$ cat src/common/dbg_access_pkg.sv
package dbg_access_pkg;
    // register indices on the access-layer register port
    localparam logic [3:0] OFS_REVISION = 4'h0;
    localparam logic [3:0] OFS_ERROR = 4'h1;
    localparam logic [3:0] OFS_CTRL_A = 4'h2;
    localparam logic [3:0] OFS_CTRL_B = 4'h3;
    localparam logic [3:0] OFS_KEY_STATUS = 4'h7;
    localparam logic [3:0] OFS_RESET_REQ = 4'h8;
    localparam logic [3:0] OFS_CLK_SEL = 4'h9;
    localparam logic [3:0] OFS_SYS_CTRL = 4'hA;
    localparam logic [3:0] OFS_SYS_STATE = 4'hB;
    localparam logic [3:0] OFS_BOOT_CHECK = 4'hC;
    // reset values
    localparam logic [3:0] REV_RESET = 4'h4;
    localparam logic [1:0] CLK_SEL_RESET = 2'h3;
    localparam logic [7:0] CTRL_RESET = 8'h00;
    // field positions
    localparam int KS_ROW = 5;
    localparam int KS_PROG = 4;
    localparam int KS_ERASE = 3;
    localparam int SC_HOLD = 0;
    localparam int SC_FINISH = 1;
    localparam int SS_RESET = 5;
    localparam int SS_SLEEP = 4;
    localparam int SS_PROG = 3;
    localparam int SS_ROW_READY = 2;
    localparam int SS_LOCK = 0;
    localparam int CB_DISABLE = 2;
    // codes
    localparam logic [7:0] RESET_CODE = 8'h59;
    localparam logic [7:0] RUN_CODE = 8'h00;
    localparam logic [2:0] ERR_BUS = 3'h6;
    localparam logic [63:0] KEY_ERASE = 64'h4E564D4572617365;
    localparam logic [63:0] KEY_PROG = 64'h4E564D50726F6720;
    localparam logic [63:0] KEY_ROW = 64'h4E564D5573267465;
    localparam logic [2:0] KEY_LAST_BYTE = 3'h7;
    localparam int ROW_BYTES = 32;
    localparam logic [5:0] COPY_END = 6'h21;

    typedef struct packed {
        logic valid;
        logic write;
        logic [15:0] addr;
        logic [7:0] wdata;
    } bus_req_t;

    typedef struct packed {
        logic valid;
        logic [7:0] data;
    } rsp_t;

    typedef struct packed {
        logic valid;
        logic [4:0] addr;
        logic [7:0] data;
    } row_wr_t;

    typedef struct packed {
        logic erase;
        logic prog;
        logic row;
    } key_match_t;

    typedef enum logic [3:0] {
        ST_IDLE, ST_ERASE_ARMED, ST_ERASING, ST_PROG_ARMED, ST_PROGRAMMING,
        ST_ROW_ARMED, ST_ROW_READY, ST_ROW_COPY, ST_ROW_DONE
    } seq_state_t;
endpackage

$ cat src/core/key_matcher.sv
`timescale 1ns/1ps
`default_nettype none
module key_matcher import dbg_access_pkg::*; (
    // clock and reset
    input wire logic clk,
    input wire logic reset,
    input wire logic clear,
    // key bytes, least significant first
    input wire logic key_valid,
    input wire logic [7:0] key_byte,
    // one-cycle match pulses
    output key_match_t match
);
    logic [63:0] shift, next_shift;
    logic [2:0] count, next_count;
    key_match_t next_match;

    always_comb begin
        next_shift = shift;
        next_count = count;
        next_match = '0;
        if (clear) begin
            next_count = 3'h0;
        end else if (key_valid) begin
            next_shift = {key_byte, shift[63:8]};
            next_count = count + 3'h1;
            // only a full eight-byte frame is compared
            if (count == KEY_LAST_BYTE) begin
                next_match.erase = (next_shift == KEY_ERASE);
                next_match.prog = (next_shift == KEY_PROG);
                next_match.row = (next_shift == KEY_ROW);
            end
        end
    end

    always_ff @(posedge clk) begin
        if (reset) begin
            shift <= '0;
            count <= 3'h0;
            match <= '0;
        end else begin
            shift <= next_shift;
            count <= next_count;
            match <= next_match;
        end
    end
endmodule
`default_nettype wire

$ cat src/core/row_buffer.sv
`timescale 1ns/1ps
`default_nettype none
module row_buffer #(
    parameter int WIDTH = 8,
    parameter int DEPTH = 32,
    parameter int AW = 5
) (
    // clock
    input wire logic clk,
    // write port
    input wire logic wr_en,
    input wire logic [AW-1:0] wr_addr,
    input wire logic [WIDTH-1:0] wr_data,
    // registered read port
    input wire logic [AW-1:0] rd_addr,
    output logic [WIDTH-1:0] rd_data
);
    logic [WIDTH-1:0] mem [DEPTH];

    always_ff @(posedge clk) begin
        if (wr_en) begin
            mem[wr_addr] <= wr_data;
        end
        rd_data <= mem[rd_addr];
    end
endmodule
`default_nettype wire

$ cat src/core/debug_access_key_sequencer.sv
// Summary of operation
// erase complete only when lock flag reads 0
// successful erase clears lock, opens bus
// locked: refuse system bus, registers only
// brownout detector forced on during erase
// code writes reset, zero write releases it
// programmer: key, reset cycle, poll flag
// programmer: reset cycle ends programming
// programmer: row key, reset, poll ready
// row mode: only first 32 bytes written
// done bit copies; ready clears after copy
// programmer writes row key bit, resets
// row mode returns no memory contents
// programmer may read key status
// sync rising edges produce unmaskable event
// block consumes no routed events
// link side keeps working in sleep
// no bus access while system clock stopped
// hold bit keeps system clock in sleep
// hold bit is 1 when block enabled
// read-only flag shows system asleep
// 0x59 resets, 0x00 releases, block untouched
// program key clears when programming starts
// 64-bit keys, LSB first, exact match
`timescale 1ns/1ps
`default_nettype none
module debug_access_key_sequencer import dbg_access_pkg::*; #(
    parameter logic [3:0] REVISION = REV_RESET
) (
    // clock and reset
    input wire logic clk,
    input wire logic reset,
    // access-layer register port
    input wire logic reg_wr,
    input wire logic reg_rd,
    input wire logic [3:0] reg_addr,
    input wire logic [7:0] reg_wdata,
    output logic [7:0] reg_rdata,
    output logic reg_rvalid,
    // key bytes and link status
    input wire logic key_valid,
    input wire logic [7:0] key_byte,
    input wire logic phy_err_valid,
    input wire logic [2:0] phy_err_code,
    input wire logic sync_pin,
    // memory access from the link
    input wire bus_req_t link_req,
    output rsp_t link_rsp,
    // system side
    output bus_req_t sys_req,
    input wire rsp_t sys_rsp,
    input wire logic sys_clock_on,
    input wire logic sys_sleeping,
    input wire logic lock_fuse,
    input wire logic erase_done,
    input wire logic [2:0] boot_crc,
    output logic system_reset_active,
    output logic erase_start,
    output logic brownout_force,
    output logic system_clock_hold,
    output row_wr_t row_out,
    output logic sync_event
);
    seq_state_t state, next_state;
    logic [2:0] err, next_err;
    logic [7:0] ctrl_a, next_ctrl_a, ctrl_b, next_ctrl_b;
    logic [7:0] reset_req, next_reset_req;
    logic [1:0] clk_sel, next_clk_sel;
    logic hold, next_hold;
    logic lock_state_flag, next_lock;
    logic lock_loaded;
    logic erase_key_flag, next_erase_key, programming_key_flag, next_prog_key;
    logic row_write_key_flag, next_row_key;
    logic [5:0] idx, next_idx;
    logic next_sys_reset, next_erase_start, next_bod, next_hold_out;
    logic [7:0] next_rdata;
    bus_req_t next_sys_req;
    rsp_t next_link_rsp;
    row_wr_t next_row_out;
    logic sync_q1, sync_q2, sync_q3;
    logic enabled, row_mode, row_program_ready, buf_we;
    logic [7:0] buf_rdata;
    key_match_t match;

    assign enabled = !ctrl_b[CB_DISABLE];
    assign row_mode = (state == ST_ROW_READY) || (state == ST_ROW_COPY)
        || (state == ST_ROW_DONE) || (state == ST_ROW_ARMED);
    assign row_program_ready = (state == ST_ROW_READY) || (state == ST_ROW_COPY);
    assign buf_we = enabled && (state == ST_ROW_READY) && link_req.valid && link_req.write
        && (link_req.addr < 16'(ROW_BYTES));

    key_matcher u_keys (
        .clk(clk),
        .reset(reset),
        .clear(!enabled),
        .key_valid(key_valid),
        .key_byte(key_byte),
        .match(match)
    );

    row_buffer #(.WIDTH(8), .DEPTH(ROW_BYTES), .AW(5)) u_row (
        .clk(clk),
        .wr_en(buf_we),
        .wr_addr(link_req.addr[4:0]),
        .wr_data(link_req.wdata),
        .rd_addr(idx[4:0]),
        .rd_data(buf_rdata)
    );

    always_comb begin
        next_state = state;
        next_err = err;
        next_ctrl_a = ctrl_a;
        next_ctrl_b = ctrl_b;
        next_reset_req = reset_req;
        next_clk_sel = clk_sel;
        next_hold = hold;
        next_lock = lock_loaded ? lock_state_flag : lock_fuse;
        next_erase_key = erase_key_flag;
        next_prog_key = programming_key_flag;
        next_row_key = row_write_key_flag;
        next_idx = idx;
        next_sys_reset = system_reset_active;
        next_erase_start = 1'b0;
        next_sys_req = '0;
        next_link_rsp = '0;
        next_row_out = '0;
        next_rdata = reg_rdata;
        // register reads; the error field clears on read
        if (reg_rd) begin
            unique case (reg_addr)
                OFS_REVISION: next_rdata = {REVISION, 4'h0};
                OFS_ERROR: next_rdata = {5'h00, err};
                OFS_CTRL_A: next_rdata = ctrl_a;
                OFS_CTRL_B: next_rdata = ctrl_b;
                OFS_KEY_STATUS: next_rdata = {2'h0, row_write_key_flag,
                    programming_key_flag, erase_key_flag, 3'h0};
                OFS_RESET_REQ: next_rdata = reset_req;
                OFS_CLK_SEL: next_rdata = {6'h00, clk_sel};
                OFS_SYS_CTRL: next_rdata = {6'h00, state == ST_ROW_COPY, hold};
                OFS_SYS_STATE: next_rdata = {2'h0, system_reset_active, sys_sleeping,
                    state == ST_PROGRAMMING, row_program_ready, 1'b0,
                    lock_state_flag};
                OFS_BOOT_CHECK: next_rdata = {5'h00, boot_crc};
                default: next_rdata = 8'h00;
            endcase
            if (reg_addr == OFS_ERROR) begin
                next_err = 3'h0;
            end
        end
        // register port stays live whatever the system sleep state
        if (reg_wr) begin
            unique case (reg_addr)
                OFS_CTRL_A: next_ctrl_a = reg_wdata;
                OFS_CTRL_B: next_ctrl_b = reg_wdata;
                OFS_CLK_SEL: next_clk_sel = reg_wdata[1:0];
                OFS_SYS_CTRL: begin
                    next_hold = reg_wdata[SC_HOLD];
                    if (reg_wdata[SC_FINISH] && state == ST_ROW_READY) begin
                        next_state = ST_ROW_COPY;
                        next_idx = 6'h00;
                    end
                end
                OFS_KEY_STATUS: begin
                    if (reg_wdata[KS_ROW]) begin
                        next_row_key = 1'b0;
                        if (row_mode) begin
                            next_state = ST_IDLE;
                        end
                    end
                end
                OFS_RESET_REQ: begin
                    // only the system is reset; this block keeps its state
                    next_reset_req = reg_wdata;
                    if (reg_wdata == RESET_CODE && !system_reset_active) begin
                        next_sys_reset = 1'b1;
                        next_erase_key = 1'b0;
                        if (erase_key_flag) begin
                            next_state = ST_ERASE_ARMED;
                        end else if (state == ST_PROGRAMMING) begin
                            next_state = ST_IDLE;
                        end else if (programming_key_flag && !lock_state_flag) begin
                            next_state = ST_PROG_ARMED;
                        end else if (row_write_key_flag && lock_state_flag) begin
                            next_state = ST_ROW_ARMED;
                        end
                    end else if (reg_wdata == RUN_CODE && system_reset_active) begin
                        next_sys_reset = 1'b0;
                        next_lock = lock_fuse;
                        unique case (state)
                            ST_ERASE_ARMED: begin
                                next_state = ST_ERASING;
                                next_erase_start = 1'b1;
                            end
                            ST_PROG_ARMED: begin
                                next_state = ST_PROGRAMMING;
                                next_prog_key = 1'b0;
                            end
                            ST_ROW_ARMED: next_state = ST_ROW_READY;
                            default: next_state = state;
                        endcase
                    end
                end
                default: next_state = next_state;
            endcase
        end
        if (state == ST_ERASING && erase_done) begin
            next_lock = 1'b0;
            next_state = ST_IDLE;
        end
        // copy buffer to row: read at idx, byte emerges one cycle later
        if (state == ST_ROW_COPY) begin
            next_idx = idx + 6'h01;
            if (idx != 6'h00) begin
                next_row_out = '{valid: 1'b1, addr: 5'(idx - 6'h01), data: buf_rdata};
            end
            if (idx == COPY_END) begin
                next_state = ST_ROW_DONE;
                next_row_out = '0;
            end
        end
        // memory access from the link
        if (link_req.valid && enabled) begin
            if (row_mode) begin
                if (!link_req.write) begin
                    next_link_rsp = '{valid: 1'b1, data: 8'h00};
                end
            end else if (!lock_state_flag && sys_clock_on) begin
                next_sys_req = link_req;
            end else begin
                next_err = ERR_BUS;
            end
        end
        if (!row_mode && sys_rsp.valid) begin
            next_link_rsp = sys_rsp;
        end
        // key set wins over a clear in the same cycle, except the disable clear below
        if (match.erase) begin
            next_erase_key = 1'b1;
        end
        if (match.prog) begin
            next_prog_key = 1'b1;
        end
        if (match.row) begin
            next_row_key = 1'b1;
        end
        if (phy_err_valid) begin
            next_err = phy_err_code;
        end
        // disabling drops keys; hold returns to 1 ready for re-enable
        if (!next_ctrl_b[CB_DISABLE] == 1'b0) begin
            next_erase_key = 1'b0;
            next_prog_key = 1'b0;
            next_row_key = 1'b0;
            next_hold = 1'b1;
            if (state != ST_ERASING) begin
                next_state = ST_IDLE;
            end
        end
        next_bod = (next_state == ST_ERASING);
        next_hold_out = next_hold && !next_ctrl_b[CB_DISABLE];
    end

    always_ff @(posedge clk) begin
        if (reset) begin
            state <= ST_IDLE;
            err <= 3'h0;
            ctrl_a <= CTRL_RESET;
            ctrl_b <= CTRL_RESET;
            reset_req <= RUN_CODE;
            clk_sel <= CLK_SEL_RESET;
            hold <= 1'b1;
            lock_state_flag <= 1'b1;
            lock_loaded <= 1'b0;
            erase_key_flag <= 1'b0;
            programming_key_flag <= 1'b0;
            row_write_key_flag <= 1'b0;
            idx <= 6'h00;
            system_reset_active <= 1'b0;
            erase_start <= 1'b0;
            brownout_force <= 1'b0;
            system_clock_hold <= 1'b0;
            sys_req <= '0;
            link_rsp <= '0;
            row_out <= '0;
            reg_rdata <= 8'h00;
            reg_rvalid <= 1'b0;
        end else begin
            state <= next_state;
            err <= next_err;
            ctrl_a <= next_ctrl_a;
            ctrl_b <= next_ctrl_b;
            reset_req <= next_reset_req;
            clk_sel <= next_clk_sel;
            hold <= next_hold;
            lock_state_flag <= next_lock;
            lock_loaded <= 1'b1;
            erase_key_flag <= next_erase_key;
            programming_key_flag <= next_prog_key;
            row_write_key_flag <= next_row_key;
            idx <= next_idx;
            system_reset_active <= next_sys_reset;
            erase_start <= next_erase_start;
            brownout_force <= next_bod;
            system_clock_hold <= next_hold_out;
            sys_req <= next_sys_req;
            link_rsp <= next_link_rsp;
            row_out <= next_row_out;
            reg_rdata <= next_rdata;
            reg_rvalid <= reg_rd;
        end
    end

    // output only, no event inputs exist on this block
    always_ff @(posedge clk) begin
        if (reset) begin
            sync_q1 <= 1'b0;
            sync_q2 <= 1'b0;
            sync_q3 <= 1'b0;
            sync_event <= 1'b0;
        end else begin
            sync_q1 <= sync_pin;
            sync_q2 <= sync_q1;
            sync_q3 <= sync_q2;
            sync_event <= sync_q2 && !sync_q3;
        end
    end
endmodule
`default_nettype wire

$ cat config.mk
export PLATFORM = sky130hd
export DESIGN_NAME = debug_access_key_sequencer
export DESIGN_NICKNAME = d
export VERILOG_FILES = /design/src/common/dbg_access_pkg.sv /design/src/core/key_matcher.sv /design/src/core/row_buffer.sv /design/src/core/debug_access_key_sequencer.sv
export SDC_FILE = /design/constraint.sdc
export NUM_CORES = 1
export LEC_CHECK = 0
export ABC_AREA = 1
export BUFFER_PORTS_ARGS = -buffer_cell sky130_fd_sc_hd__buf_4
export CAP_MARGIN = 20
export CORE_ASPECT_RATIO = 1.25
export CORE_MARGIN = 2
export CORE_UTILIZATION = 40
export DETAILED_ROUTE_END_ITERATION = 8
export SLEW_MARGIN = 20
export SYNTH_ARGS = -nofsm -noshare
export SYNTH_HDL_FRONTEND = slang
export SYNTH_SLANG_ARGS = --single-unit
$ cat constraint.sdc
create_clock -name clk -period 2.2 [get_ports clk]
set_input_delay 0.22 -clock clk [delete_from_list [all_inputs] [get_ports clk]]
set_output_delay 0.22 -clock clk [all_outputs]
set_load 0.1 [all_outputs]
* Yosys cells after proc, flatten, opt, wreduce, memory -nomap -nowiden
Memories as Yosys holds them, arrays and structs flattened. A register that Yosys moved wholly into a read port is not among the register bits.
Index checks and enable logic that the tools add are counted.
** Word-level totals
- Output and inout port bits :: 63
- Memories kept :: 1
- Word-level logic and storage cells :: 201
- Memory bits (writable) :: 256
- Register bits after elaboration :: 181
- Input port bits :: 72
** Cells by class
- Equality and inequality tests :: 26
- Reduce and logical (&&, ||, !) cells :: 58
- Add/sub/neg operators :: 3
- Mux-type cells :: 64
- Magnitude comparators :: 1
- Bitwise logic cells :: 10
** Memories
- u_row.mem :: depth 32, bits a word 8, read ports 1, clocked after memory_dff 1, wr ports 1, line row_buffer.sv:18 : logic [WIDTH-1:0] mem [DEPTH];
** Operator list (count)
- equality test 64 x 63 -> 1 bit, second input constant :: 3
- one-hot mux 8 bit (10 select lines) :: 1
- two-way mux 4 bit :: 15
- two-way mux 9 bit :: 4
- two-way mux 1 bit :: 29
- nonzero test 2 bit :: 14
- equality test 4 bit, second input constant :: 6
- two-way mux 3 bit :: 8
- two-way mux 6 bit :: 4
- one-hot mux 4 bit (3 select lines) :: 2
- equality test 4 x 2 -> 1 bit, second input constant :: 5
- equality test 4 x 3 -> 1 bit, second input constant :: 5
- < comparator 16 x 6 -> 1 bit, second input constant :: 1
- logical AND 1 bit :: 15
- two-way mux 14 bit :: 1
- AND reduction 3 bit :: 4
- OR reduction 4 bit :: 3
- NOT 1 bit :: 10
- AND reduction 2 bit :: 5
- equality test 4 x 1 -> 1 bit, second input constant :: 2
- equality test 8 x 7 -> 1 bit, second input constant :: 1
- zero test 8 bit :: 1
- adder 6 x 1 -> 6 bit, second input constant :: 1
- equality test 6 bit, second input constant :: 1
- other kinds (13) :: 21

* Logic depth before layout (Yosys ltp)
- Depth in word-level cells :: 14
- Gate-level depth with buffers :: 14

* Modules after synthesis
A second synthesis with hierarchy kept.
** Second synthesis, totals
- Cells, all modules :: 1909
- Area total of the unflattened synthesis :: 18038.6 µm²
** By module, submodules not included
- row_buffer :: cells each 922, area each 10786.6 µm², times used 1, sequential area each 7847.5 µm²
- debug_access_key_sequencer :: cells each 628, area each 4687.0 µm², times used 1, sequential area each 2222.1 µm²
- key_matcher :: cells each 359, area each 2565.0 µm², times used 1, sequential area each 1241.2 µm²

* Least setup slack after synthesis
No wires, ideal clock.
- Path type :: reg2reg
- Start :: reg ctrl_b[2]
- End :: mem u_row.mem[20][0] (enable)
- Arrival time :: 1.873 ns
- Setup time :: 0.395 ns
- Buffers on the path :: 0
- Cell stages (with the launch flop) :: 10
- Data required time :: 1.805 ns
- Path slack :: -0.067 ns
- Cell sequence :: dfxtp_1 -> inv_1 -> nand2_1 -> inv_1 -> nand3_1 -> nor3_1 -> nand3_1 -> inv_1 -> nand2_1 -> nor4_1
** Between the ends
- Cells in the longest elaborated chain, start to end :: 7
** Ends and longest elaborated chain
- from (decl) :: line debug_access_key_sequencer.sv:66 : logic [7:0] ctrl_a, next_ctrl_a, ctrl_b, next_ctrl_b;
- from (signal assigned) :: line debug_access_key_sequencer.sv:292 : ctrl_b <= next_ctrl_b;
- zero test 1 bit :: line debug_access_key_sequencer.sv:85 : assign enabled = !ctrl_b[CB_DISABLE];
- logical AND 1 bit (3 in series) :: line debug_access_key_sequencer.sv:89 : assign buf_we = enabled && (state == ST_ROW_READY) && link_req.valid && link_req.write
- logical AND 1 bit :: line debug_access_key_sequencer.sv:90 : && (link_req.addr < 16'(ROW_BYTES));
- two-way mux 1 bit :: line row_buffer.sv:21 : if (wr_en) begin
- two-way mux 1 bit (implied by the code) :: line row_buffer.sv:22 : mem[wr_addr] <= wr_data;
- to (decl) :: line row_buffer.sv:18
No other way between the ends.

==> reports/summary.log <==
INFO  status         status=complete, but fails checks
INFO  status         failed_checks=negative hold slack
INFO  global_routing globalRouteOverflowTotal=0
INFO  drt            vias=13170
INFO  cells_and_area filler_cell_count=3907
INFO  timing         slew_headroom=0.562
INFO  synthesis      syn_area=17200um^2
INFO  critical_path  critical_path.top_delay_family=compound AO/OA/AOI/OAI gates
INFO  cts            tritoncts_clock_tree=yes
INFO  synthesis      post_synth.cell_area_avg=10.1um^2
INFO  drt            drc=0
INFO  critical_path  ff2ff_setup_slack=0.16ns
INFO  floorplan      placement_rows=85
INFO  worst_hold_path hold-path-cell-count=4
INFO  timing         timing.final.max_slew_violations=0
INFO  timing         setup_viol=0
INFO  pwr            power_density=804nW/um^2
INFO  pwr            vdd.ir_drop.worst=0.672mV
INFO  cts            cts-buffers-inserted=45
INFO  cells_and_area area_growth_syn_to_layout=22.2%
INFO  floorplan      initial_utilization=0.402
INFO  critical_path  criticalPathCategory=reg2reg
INFO  critical_path  cp_endpoint_kind=flop
INFO  synthesis      ys_seq_elements=437
INFO  synthesis      number_of_warnings_reported_in_the_yosys_synthesis_log=0
INFO  timing         worst_slew_pin_slew=0.656ns
INFO  timing         timing.final.hold_violations=1
INFO  drt            drt_first_pass_iters=5
INFO  synthesis      synth_sequential_area_ratio=0.656
INFO  timing         clock-skew-final=0.0147ns
INFO  critical_path  crit_chain=clkinv_2, buf_12, o21ai_0, o22ai_1, nand2_1, nand3_1, a21oi_1, a21oi_1
INFO  floorplan      chipWidth=190um
INFO  timing         final.min_clock_period=2.04ns
INFO  critical_path  path_depth=8
INFO  drt            route.detailed.wl_per_inst=18.8um
INFO  floorplan      design.portCount=135
INFO  cts            ctsRootBufferMaster=sky130_fd_sc_hd__clkbuf_16
INFO  critical_path  critPathBufInv=2
INFO  placed_design  port_buffers=134
INFO  cts            worst_skew_pair.late_latency=0.56ns
INFO  worst_hold_path hold_crit_endpoint=err[2]
INFO  critical_path  cp_max_fo=88
INFO  critical_path  critPathMostFrequentCell=sky130_fd_sc_hd__a21oi_1
INFO  pwr            p_leak=0.00807uW
INFO  cts            cts.sink_count=437
INFO  cts            cts.htree.levels=2
INFO  critical_path  critical_path.slowest_cell=sky130_fd_sc_hd__dfxtp_4
INFO  placed_design  place_congestion=0.915
INFO  cells_and_area stdcell_area=21100um^2
INFO  drt            viasPerCell=5.22
INFO  cts            clk_pin_slew_worst_paths=0.06ns
INFO  timing         hold_slack=-0.00538ns
INFO  cells_and_area layout_commonest_cell=sky130_fd_sc_hd__nor2_1
INFO  worst_hold_path holdCritPathClass=in2reg
INFO  global_routing initial_antenna_violation_count=0
INFO  global_routing vias_in_the_first_global_route=13084
INFO  critical_path  regToRegStartpoint=idx[0]
INFO  global_routing track_usage=0.209
INFO  cells_and_area finish.net_count=2000
INFO  critical_path  type_of_element_launching_the_critical_path=flop
INFO  floorplan      dieHeight=236um
INFO  worst_hold_path hp-start=phy_err_valid
INFO  critical_path  critPathArrivalTime=2.46ns
INFO  timing         final.period_utilization=0.927
INFO  drt            drtAntennaViolNets=0
INFO  drt            drt-initial-drc-count=1102
INFO  synthesis      synthesis.instances=1712
INFO  pwr            total_power=16900uW
INFO  timing         grt_setup_unrepaired=no
INFO  timing         timing.fmax=490MHz
INFO  critical_path  worst_ep_required_time=2.62ns
INFO  placed_design  hpwlAfterDp=31100um
INFO  cells_and_area layout_common_cells=262 x sky130_fd_sc_hd__nor2_1, 256 x sky130_fd_sc_hd__edfxtp_1, 216 x sky130_fd_sc_hd__o21ai_0
INFO  synthesis      synth.distinct_cells=44
INFO  placed_design  place_area=19100um^2
INFO  cts            cts.path.max_buffers=3
INFO  cells_and_area proportion_of_layout_cells_with_a_drive_suffix_above_1=0.160
INFO  flow_run       max_cap_viol_count=0
INFO  critical_path  r2r.worst_path.cells=8
INFO  drt            detail_route.wirelength=47500um
INFO  floorplan      dieArea=44800um^2
INFO  cells_and_area finish.utilization=0.492
INFO  synthesis      mapped_nets=1790
INFO  global_routing maximum_number_of_pins_on_one_net_before_global_route_repair=89
INFO  critical_path  critical_path.reg2reg.endpoint=u_row.rd_data[7]
INFO  critical_path  critical-path-max-stage-delay=0.40ns
INFO  floorplan      floorplan.core_area=42900um^2
INFO  global_routing grt_pass1_wl=72000um
worst max-delay path by stage:
stage,startpoint,slack (ns),endpoint
floorplan,ctrl_b[2],-0.07,u_row.mem[20][0]
global placement,link_req[15],0.10,u_row.mem[19][6]
detailed placement,link_req[15],0.07,u_row.mem[17][6]
CTS,ctrl_b[2],0.06,u_row.mem[18][5]
global route,ctrl_b[2],0.04,u_row.mem[19][6]
finish,idx[0],0.16,u_row.rd_data[7]
routing by layer:
metal  vias up  track usage  wire length [um]
li1       6335            -                 -
met1      6246        0.252             18700
met2       486        0.370             24000
met3       103       0.0353              3150
met4         0       0.0853              1600
met5         -            0                 0
tightest hold or removal path, stage by stage:
cell and delay, ns:
sky130_fd_sc_hd__buf_4 0.11, sky130_fd_sc_hd__o211ai_1 0.08, sky130_fd_sc_hd__nand2_1 0.06, sky130_fd_sc_hd__inv_1 0.03
stage by stage:
stage,setup TNS [ns],worst slack (ns),hold WS [ns],std cells
3_5_place_dp,0,0.0710,0.393,2392
4_1_cts,0,0.0614,0.00557,2523
6_report,0,0.161,-0.00538,2523
5_1_grt,0,0.0364,0.0249,2522
3_3_place_gp,0,0.102,0.383,2392
2_1_floorplan,-1.08,-0.0673,0.319,1712
power by group:
part / leakage, uW / switching (uW) / internal (uW) / total, uW
sequential: 0.00378 / 64.3 / 8760 / 8820
combinational: 0.00359 / 584 / 273 / 857
clock: 0.000699 / 3000 / 4270 / 7270
cell type report:
type	instances	area, um^2	area share
Sequential cell	437	11300	0.537
Multi-Input combinational cell	1028	4980	0.236
Clock inverter	17	138	0.00653
Tap cell	565	707	0.0336
Clock buffer	65	1280	0.0609
Antenna cell	1	2.50	0.000119
Timing Repair Buffer	246	2020	0.0959
Inverter	164	618	0.0293
sequential cells by signal (all words and copies together) (netlist names), 8 cells and up:
signal	flops
reset_req	8
ctrl_b	8
row_out	14
reg_rdata	8
u_row.rd_data	8
u_row.mem	256
sys_req	26
ctrl_a	8
link_rsp	9
u_keys.shift	56
cells in the mapped netlist (all sizes together):
master	n	area, um^2
nand3b	1	7.51
edfxtp	256	7690
ha	6	75.1
o21a	1	7.51
a221oi	1	8.76
a211oi	10	75.1
and2	1	8.76
xnor2	1	8.76
a311oi	1	8.76
a21oi	119	603
nand3	54	270
dfxtp	181	3620
o22ai	70	438
inv	160	601
nor3	12	60.1
o21ai	220	1100
nor3b	1	7.51
a22oi	4	30.0
buf	36	190
or2	1	6.26
o41ai	1	8.76
nor4	15	109
o221ai	1	8.76
clkinv	4	16.3
o211ai	3	22.5
nor2	288	1160
nand2	185	722
xor2	2	17.5
and3	1	6.26
o31ai	2	15.0
clkbuf	47	176
nand4	27	169
cell families after synthesis:
logic type / count (synthesis) / share of synthesized area
xor gates and xnor gates: 3 / 0.00152
adders and majority gates: 6 / 0.00435
and+or+nand+nor: 586 / 0.146
AOI/OAI and AO/OA: 433 / 0.135
buffers and inverters: 247 / 0.0570
DFF: 437 / 0.656
what timing repair did:
item	CTS	global route
endpoints found under the hold margin	56	0
setup buffers	0	0
gates resized for setup	0	9
endpoints found under the setup margin	0	200
hold buffers	49	0
(Power assumes the default switching activity.)
